## src/logic/vsc_arbiter_map.vh

```
// Purpose: constants for the backplane system controller arbiter
// Assumes: 25 MHz core clock (40 ns)
// Notes: offsets index 32-bit registers on the plain register port
`ifndef VSC_ARBITER_MAP_VH
`define VSC_ARBITER_MAP_VH

// ----------------------------------------
// timing
// ----------------------------------------
`define VSC_CLK_NS 40
`define VSC_TIMEOUT_US 48
`define VSC_TIMEOUT_CYC ((`VSC_TIMEOUT_US * 1000) / `VSC_CLK_NS)
`define VSC_SYSCLK_DIV 2
`define VSC_SYSRST_CYC 16

// ----------------------------------------
// register offsets (byte addresses)
// ----------------------------------------
`define VSC_OFS_CTRL 8'h00
`define VSC_OFS_STAT 8'h04
`define VSC_OFS_MASK 8'h08
`define VSC_OFS_STATE 8'h0c

// ----------------------------------------
// control fields
// ----------------------------------------
`define VSC_CTRL_LOCK 0
`define VSC_CTRL_RRCLR 1
`define VSC_CTRL_SYSRST 2
`define VSC_CTRL_RST 3'h0

// ----------------------------------------
// status bits (events)
// ----------------------------------------
`define VSC_EV_TIMEOUT 0
`define VSC_EV_GRANT 1
`define VSC_EV_CLEAR 2
`define VSC_EV_W 3

`endif

```

## src/logic/vsc_arbiter.v

```verilog
// Purpose: system controller of a backplane adapter: arbiter, bus clear,
//          system clock and reset, bus timeout
// Assumes: straps static; backplane inputs synchronous, active high here
// Notes: own bus request is a plain input; grants go out one per level
//
// The implementer's own choices: the register offsets and the address-and-strobe port.
`include "vsc_arbiter_map.vh"

// Overview of operation
// - enabled controller arbitrates in one of three modes
// - own mastership releases on request unless locked or single level
// - single level: self first, grant level three only
// - priority: level three highest, zero lowest
// - priority: clear when pending outranks last grant
// - rotating: step levels after release until request
// - rotating: optional clear for other levels only
// - drive system clock and reset when controller
// - bus timeout at 48 us after cycle start
// - all requests on three: grants as single level, but self not first
// - all backplane outputs inactive unless strapped for slot one
// - mode from priority/rotating and multilevel straps
module vsc_arbiter #(
  parameter TIMEOUT_CYC = `VSC_TIMEOUT_CYC,
  parameter SYSRST_CYC = `VSC_SYSRST_CYC
) (
  input wire core_clk, // 25 MHz clock
  input wire rst, // async reset, active high
  input wire system_controller_enable_strap, // strapped for slot 1
  input wire multilevel_arbiter_select, // four-level arbiter on
  input wire rotating_arbitration, // 1 rotating, 0 fixed priority
  input wire [3:0] bus_request, // request levels 3..0
  input wire bus_busy_in, // bus busy seen on backplane
  input wire cycle_start, // address strobe asserted
  input wire cycle_ack, // slave acknowledge seen
  input wire own_request, // local side needs the bus
  input wire [7:0] reg_addr, // register address
  input wire [31:0] reg_wdata, // write data
  input wire reg_wr, // write strobe
  input wire reg_rd, // read strobe
  output reg [31:0] reg_rdata, // read data, cycle after strobe
  output reg [3:0] bus_grant, // grant out per level
  output reg bus_clear, // bus clear drive
  output reg own_grant, // local side owns the bus
  output reg bus_error, // bus error drive
  output reg sysclk, // backplane system clock
  output reg sysreset, // backplane system reset
  output reg irq // level interrupt
);

  localparam ST_IDLE = 3'b001;
  localparam ST_GRANT = 3'b010;
  localparam ST_BUSY = 3'b100;

  reg [2:0] state_reg;
  reg [1:0] last_lvl_reg;
  reg [1:0] rr_ptr_reg;
  reg [2:0] ctrl_reg;
  reg [`VSC_EV_W-1:0] stat_reg;
  reg [`VSC_EV_W-1:0] mask_reg;
  reg [15:0] tmo_cnt_reg;
  reg tmo_run_reg;
  reg cyc_prev_reg;
  reg [7:0] rst_cnt_reg;
  reg [3:0] div_reg;
  reg [1:0] pick_lvl;
  reg pick_ok;
  reg clear_next;
  reg [1:0] rr_idx;
  reg [1:0] cand;
  integer i;

  wire enabled = system_controller_enable_strap;
  wire locked = ctrl_reg[`VSC_CTRL_LOCK];
  // single level only when multilevel off; not set by the all-on-three case
  wire single_mode = !multilevel_arbiter_select;
  wire [3:0] req_eff = single_mode ? {bus_request[3], 3'h0} :
    bus_request;
  wire timeout_hit = tmo_run_reg &&
    (tmo_cnt_reg == TIMEOUT_CYC[15:0] - 16'h0001);
  wire [`VSC_EV_W-1:0] events;

  // ----------------------------------------
  // winner selection
  // ----------------------------------------
  // fixed priority takes highest level; rotating steps from last grant
  always @* begin
    pick_lvl = 2'h0;
    pick_ok = 1'b0;
    rr_idx = 2'h0;
    cand = 2'h0;
    if (rotating_arbitration && !single_mode) begin
      for (i = 1; i <= 4; i = i + 1) begin
        cand = rr_ptr_reg + i[1:0];
        if (!pick_ok && req_eff[cand]) begin
          pick_lvl = cand;
          pick_ok = 1'b1;
        end
      end
    end else begin
      for (i = 0; i < 4; i = i + 1) begin
        if (req_eff[i]) begin
          pick_lvl = i[1:0];
          pick_ok = 1'b1;
        end
      end
    end
    rr_idx = pick_lvl;
  end

  // ----------------------------------------
  // bus clear decision
  // ----------------------------------------
  always @* begin
    clear_next = 1'b0;
    if (enabled && !single_mode && state_reg == ST_BUSY) begin
      if (!rotating_arbitration) begin
        clear_next = bus_busy_in && pick_ok &&
          (pick_lvl > last_lvl_reg);
      end else if (ctrl_reg[`VSC_CTRL_RRCLR]) begin
        clear_next = |(bus_request &
          ~(4'h1 << last_lvl_reg));
      end
    end
  end

  assign events = {clear_next & ~bus_clear,
    state_reg == ST_GRANT, timeout_hit};

  // ----------------------------------------
  // arbitration state machine
  // ----------------------------------------
  always @(posedge core_clk or posedge rst) begin
    if (rst) begin
      state_reg <= ST_IDLE;
      last_lvl_reg <= 2'h0;
      rr_ptr_reg <= 2'h3;
      bus_grant <= 4'h0;
      bus_clear <= 1'b0;
      own_grant <= 1'b0;
    end else if (!enabled) begin
      state_reg <= ST_IDLE;
      bus_grant <= 4'h0;
      bus_clear <= 1'b0;
      own_grant <= 1'b0;
    end else begin
      bus_clear <= clear_next & ~own_grant;
      case (state_reg)
        ST_IDLE: begin
          bus_grant <= 4'h0;
          if (own_grant) begin
            // keep bus while locked, or while own request holds in single level or while nobody else wants it
            if (!own_request && !locked) begin
              own_grant <= 1'b0;
            end else if (!locked && pick_ok && !single_mode) begin
              own_grant <= 1'b0;
            end
          end else if (own_request && (single_mode || !pick_ok)) begin
            own_grant <= 1'b1;
          end else if (!bus_busy_in && pick_ok && !own_request) begin
            bus_grant <= 4'h1 << pick_lvl;
            last_lvl_reg <= pick_lvl;
            rr_ptr_reg <= rr_idx;
            state_reg <= ST_GRANT;
          end else if (!bus_busy_in && pick_ok && !single_mode) begin
            bus_grant <= 4'h1 << pick_lvl;
            last_lvl_reg <= pick_lvl;
            rr_ptr_reg <= rr_idx;
            state_reg <= ST_GRANT;
          end
        end
        ST_GRANT: begin
          // hold grant until the winner takes busy or drops its request
          if (bus_busy_in) begin
            bus_grant <= 4'h0;
            state_reg <= ST_BUSY;
          end else if (!bus_request[last_lvl_reg]) begin
            bus_grant <= 4'h0;
            state_reg <= ST_IDLE;
          end
        end
        ST_BUSY: begin
          // owner releases in its own time after clear
          if (!bus_busy_in) begin
            state_reg <= ST_IDLE;
            bus_clear <= 1'b0;
          end
        end
        default: begin
          state_reg <= ST_IDLE;
        end
      endcase
    end
  end

  // ----------------------------------------
  // bus timeout timer
  // ----------------------------------------
  always @(posedge core_clk or posedge rst) begin
    if (rst) begin
      tmo_cnt_reg <= 16'h0000;
      tmo_run_reg <= 1'b0;
      bus_error <= 1'b0;
      cyc_prev_reg <= 1'b0;
    end else if (!enabled) begin
      tmo_cnt_reg <= 16'h0000;
      tmo_run_reg <= 1'b0;
      bus_error <= 1'b0;
      cyc_prev_reg <= cycle_start;
    end else begin
      // a cycle begins on the strobe's rising edge, not on its level
      cyc_prev_reg <= cycle_start;
      if (timeout_hit) begin
        bus_error <= 1'b1;
        tmo_run_reg <= 1'b0;
        tmo_cnt_reg <= 16'h0000;
      end else if (bus_error) begin
        bus_error <= cycle_start; // held until strobe drops
      end else if (cycle_ack) begin
        tmo_run_reg <= 1'b0;
        tmo_cnt_reg <= 16'h0000;
      end else if (cycle_start && !cyc_prev_reg && !tmo_run_reg) begin
        tmo_run_reg <= 1'b1;
        tmo_cnt_reg <= 16'h0000;
      end else if (tmo_run_reg) begin
        tmo_cnt_reg <= tmo_cnt_reg + 16'h0001;
      end
    end
  end

  // ----------------------------------------
  // system clock and reset
  // ----------------------------------------
  always @(posedge core_clk or posedge rst) begin
    if (rst) begin
      div_reg <= 4'h0;
      sysclk <= 1'b0;
      rst_cnt_reg <= 8'h00;
      sysreset <= 1'b0;
    end else if (!enabled) begin
      div_reg <= 4'h0;
      sysclk <= 1'b0;
      rst_cnt_reg <= 8'h00;
      sysreset <= 1'b0;
    end else begin
      if (div_reg == `VSC_SYSCLK_DIV - 1) begin
        div_reg <= 4'h0;
        sysclk <= ~sysclk;
      end else begin
        div_reg <= div_reg + 4'h1;
      end
      // reset pulse after enable or on software request
      if (ctrl_reg[`VSC_CTRL_SYSRST]) begin
        rst_cnt_reg <= 8'h00;
        sysreset <= 1'b1;
      end else if (rst_cnt_reg != SYSRST_CYC[7:0]) begin
        rst_cnt_reg <= rst_cnt_reg + 8'h01;
        sysreset <= 1'b1;
      end else begin
        sysreset <= 1'b0;
      end
    end
  end

  // ----------------------------------------
  // register port and interrupt
  // ----------------------------------------
  always @(posedge core_clk or posedge rst) begin
    if (rst) begin
      ctrl_reg <= `VSC_CTRL_RST;
      stat_reg <= {`VSC_EV_W{1'b0}};
      mask_reg <= {`VSC_EV_W{1'b0}};
      reg_rdata <= 32'h00000000;
      irq <= 1'b0;
    end else begin
      reg_rdata <= 32'h00000000;
      if (reg_wr) begin
        if (reg_addr == `VSC_OFS_CTRL) begin
          ctrl_reg <= reg_wdata[2:0];
        end else if (reg_addr == `VSC_OFS_MASK) begin
          mask_reg <= reg_wdata[`VSC_EV_W-1:0];
        end
      end else begin
        ctrl_reg[`VSC_CTRL_SYSRST] <= 1'b0; // self-clearing
      end
      // read clears status; a same-cycle event still sets
      if (reg_rd && reg_addr == `VSC_OFS_STAT) begin
        stat_reg <= events;
      end else begin
        stat_reg <= stat_reg | events;
      end
      if (reg_rd) begin
        if (reg_addr == `VSC_OFS_CTRL) begin
          reg_rdata <= {29'h0, ctrl_reg};
        end else if (reg_addr == `VSC_OFS_STAT) begin
          reg_rdata <= {29'h0, stat_reg};
        end else if (reg_addr == `VSC_OFS_MASK) begin
          reg_rdata <= {29'h0, mask_reg};
        end else if (reg_addr == `VSC_OFS_STATE) begin
          reg_rdata <= {22'h0, own_grant, bus_clear, last_lvl_reg,
            rr_ptr_reg, state_reg, enabled};
        end
      end
      irq <= |(stat_reg & mask_reg);
    end
  end

endmodule // vsc_arbiter

```

## config.mk

```make
export PLATFORM = sky130hd
export DESIGN_NAME = vsc_arbiter
export DESIGN_NICKNAME = d
export VERILOG_FILES = /design/src/logic/vsc_arbiter.v
export VERILOG_INCLUDE_DIRS = /design/src /design/src/logic
export SDC_FILE = /design/constraint.sdc
export NUM_CORES = 1
export LEC_CHECK = 0
export ABC_AREA = 0
export BUFFER_PORTS_ARGS = -buffer_cell sky130_fd_sc_hd__clkbuf_2
export CORE_AREA = 2 2 86 88
export DETAILED_ROUTE_END_ITERATION = 10
export DIE_AREA = 0 0 88 90
export PLACE_DENSITY = 0.91
export SYNTH_ARGS = -nofsm -noshare
export SYNTH_HDL_FRONTEND = slang
export SYNTH_SLANG_ARGS = --single-unit
export TNS_END_PERCENT = 30
```

## constraint.sdc

```tcl
create_clock -name core_clk -period 3.2 [get_ports core_clk]
set_clock_uncertainty 0.2 [all_clocks]
set_input_delay 0.64 -clock core_clk [delete_from_list [all_inputs] [get_ports core_clk]]
set_output_delay 0.64 -clock core_clk [all_outputs]
set_load 0.1 [all_outputs]
```

==> flow_summary.toml <==
[clocking]
cts_buffers = 9
cts.repair.resized = 0
cts.sink_count = 66
cts_tree = "yes"
clock-root-buffer = "clkbuf_8"
hold_buffers = 0
cts_setup_buffers = 0
clk_path_buf_depth = 2
clk_pin_slew_ps = 80
h-tree-depth = 3
clock_latency_ps = 340

[synthesis]
ys_types = 64
netlist_top_cells_count = "dfrtp_1 (63), a21oi_1 (29), nand2_1 (28)"
yosys_warnings = 0
synth_ff_type = "dfrtp_1"
syn_inst = 370
yosysTopAreaCell = "dfrtp_1"
syn-cell-area_um2 = 3610
syn_area_per_cell_um2 = 9.77
ys_ff_latch = 66
yosys-top-cells-area = "dfrtp_1 (44%), buf_4 (4.6%), a21oi_1 (4.0%), o21ai_0 (3.0%), nand2_1 (2.9%)"
async_flop_share_pct = 100
synth_top_area_share_pct = 43.6
seq_area_frac_synth_pct = 45.8
synth-edff-count = 0
yosysMostFrequentCell = "dfrtp_1"

[placement]
numPortBuffers = 45
dpl.hpwl_mm = 5.58
gp_congestion = 0.896

[setup_path]
crit_family = "compound AO/OA/AOI/OAI gates"
max_stage_delay_ps = 590
critical_path_buf_inv_count = 1
cpMaxStageDelayCell = "dfstp_2"
setup.worst_path.class = "reg -> reg"
cp.required_ps = 3230
cp_cell_sequence = "inv_1 -> o32a_1 -> o311ai_4 -> ha_1 -> a2111o_1 -> o31a_1 -> o41ai_1"
end_kind = "register"
cp-start-kind = "register"
cp_max_fo = 7
cp_data_arrival_time_ps = 2940

[route]
firstDrtPassIters = 5
vias_per_cell = 5.54
detail_route.wl_per_cell_um = 14.4
vias = 2916
drt_iter0_drc = 112
drc = 0
postRouteAntennaNets = 0
wirelength_mm = 7.57

[floorplanning]
die_h_um = 90
fp-row-count = 31
start_util_pct = 51.5
die_area_um2 = 7920
io_pins = 97
coreArea_um2 = 7020
die_x_um = 88

[sta]
slew_viol_final = 0
finalHoldViolCount = 0
slew_headroom_pct = 47.1
rsz0062_at_grt = "no"
period_needed_ps = 2910
tightest_slew_ps = 792
fin_crit_sh_pct = 91.0
setup_viol = 0
final.setup.tns_ps = 0
clock.fmax_mhz = 343

[finish]
diodes = 0
fillers = 601
largest_reg_flops = 16
drive_above_1_share_pct = 21.5
fin_util_pct = 58.7
fin_nets = 482
area_delta_synth_final_pct = 14.0

[outcome]
outcome = "finished, final reports clean"

[hold_path]
hp-class = "in -> async"

[pwr]
seqPwrFrac_pct = 44.7
p_clk_share_pct = 37.4
swShare_pct = 30.9
pwr-share-comb_pct = 18.0
p_sw_uw = 645
p_leak_uw = 0.00186
peakVddDrop_mv = 0.219
p_int_uw = 1440
p_per_area_nw_per_um2 = 506

[grt]
grt_antenna_before_repair = 0
grt_pass1_wl_mm = 12.8
grt_use_total_pct = 20.5
overflow = 0
grt_pass1_vias = 2824
grt_max_degree = 41

[job]
cap_viol_max_count = 0
==> final timing paths <==
check / startpoint / end / slack [ps] / cells after the start
max: rr_ptr_reg[1] / stat_reg[2] / 290 / 7
min: rst / reg_rdata[2] / 220 / 2
max reg2reg: rr_ptr_reg[1] / stat_reg[2] / 290 / 7
min reg2reg: div_reg[0] / div_reg[0] / 280 / 1
max in group asynchronous: rst / tmo_cnt_reg[14] / 1860 / 3
min in group core_clk: cycle_start / cyc_prev_reg / 230 / 1
==> per-stage QoR <==
step	hold slack (ps)	cell area, µm²	cells	total power, µW	worst slack, ps
CTS	224	4110	526	2090	179
detailed placement	267	3890	510	1320	6.73
global route	219	4120	526	2170	75.3
global placement	269	3890	510	1300	106
finish	219	4120	526	2090	288
floorplan	245	3690	391	1260	87.7
==> worst reg2reg max path, stage by stage, from the launching register on <==
cell	delay, ps
dfstp_2	590
inv_1	100
o32a_1	380
o311ai_4	350
ha_1	310
a2111o_1	360
o31a_1	270
o41ai_1	240
==> cells by family after synthesis <==
group                    share of synthesized area, %
AO/OA/AOI/OAI                                    15.2
multiplexers                                     4.57
buffers and inverters                            8.52
AND/OR/NAND/NOR                                  21.7
XOR/XNOR                                         2.42
other                                           0.104
adder cells (fa/ha/maj)                          1.73
flip-flops                                       45.8
==> final cells by class <==
cell class | count | area [µm²] | share of cell area [%]
timing repair buffer | 55 | 300 | 7.29
clock buffer | 12 | 145 | 3.52
tap | 99 | 124 | 3.01
sequential | 66 | 1660 | 40.2
multi-input combinational | 269 | 1740 | 42.2
inverter | 21 | 78.8 | 1.91
clock inverter | 4 | 76.3 | 1.85
==> layer usage <==
layer | vias up | GRT usage, % | wire, µm | share of wire (%)
met4 | 0 | 9.74 | 132 | 1.7
met3 | 13 | 3.58 | 289 | 3.8
li1 | 1389 | - | - | -
met5 | - | 0 | 0 | 0
met1 | 1439 | 25.5 | 3110 | 41
met2 | 75 | 34.0 | 4030 | 53
==> cell usage in the layout, fill, tap and decap left out, types with 4 or more instances in the layout <==
master    Yosys  layout
mux2_2        4       4
a21oi_1      29      29
buf_4        22      10
nand2_1      28      28
inv_1        21      20
nand2b_1      6       6
xor2_1        7       7
clkbuf_8      0      10
ha_1          5       5
nor4_1        5       5
and3_1        5       5
and2_1       11      11
o31ai_1       4       4
nor2b_1       6       6
nand4_1       4       4
or3_1         9       9
o21ai_0      22      22
dfrtp_1      63      63
mux4_2        4       4
nor3_1        4       4
nand3_1      16      16
nor2_1       21      21
clkbuf_2      0      45
conb_1        1      22
nor4b_1       4       4
==> power by group through the flow <==
stage | combinational [µW] | sequential (µW) | clock, µW
CTS | 373 | 929 | 787
finish | 375 | 932 | 779
floorplan | 293 | 962 | 0
detailed placement | 372 | 944 | 0
global route | 407 | 940 | 823
global placement | 362 | 939 | 0
Note: power is estimated with default switching activity, not from simulation.
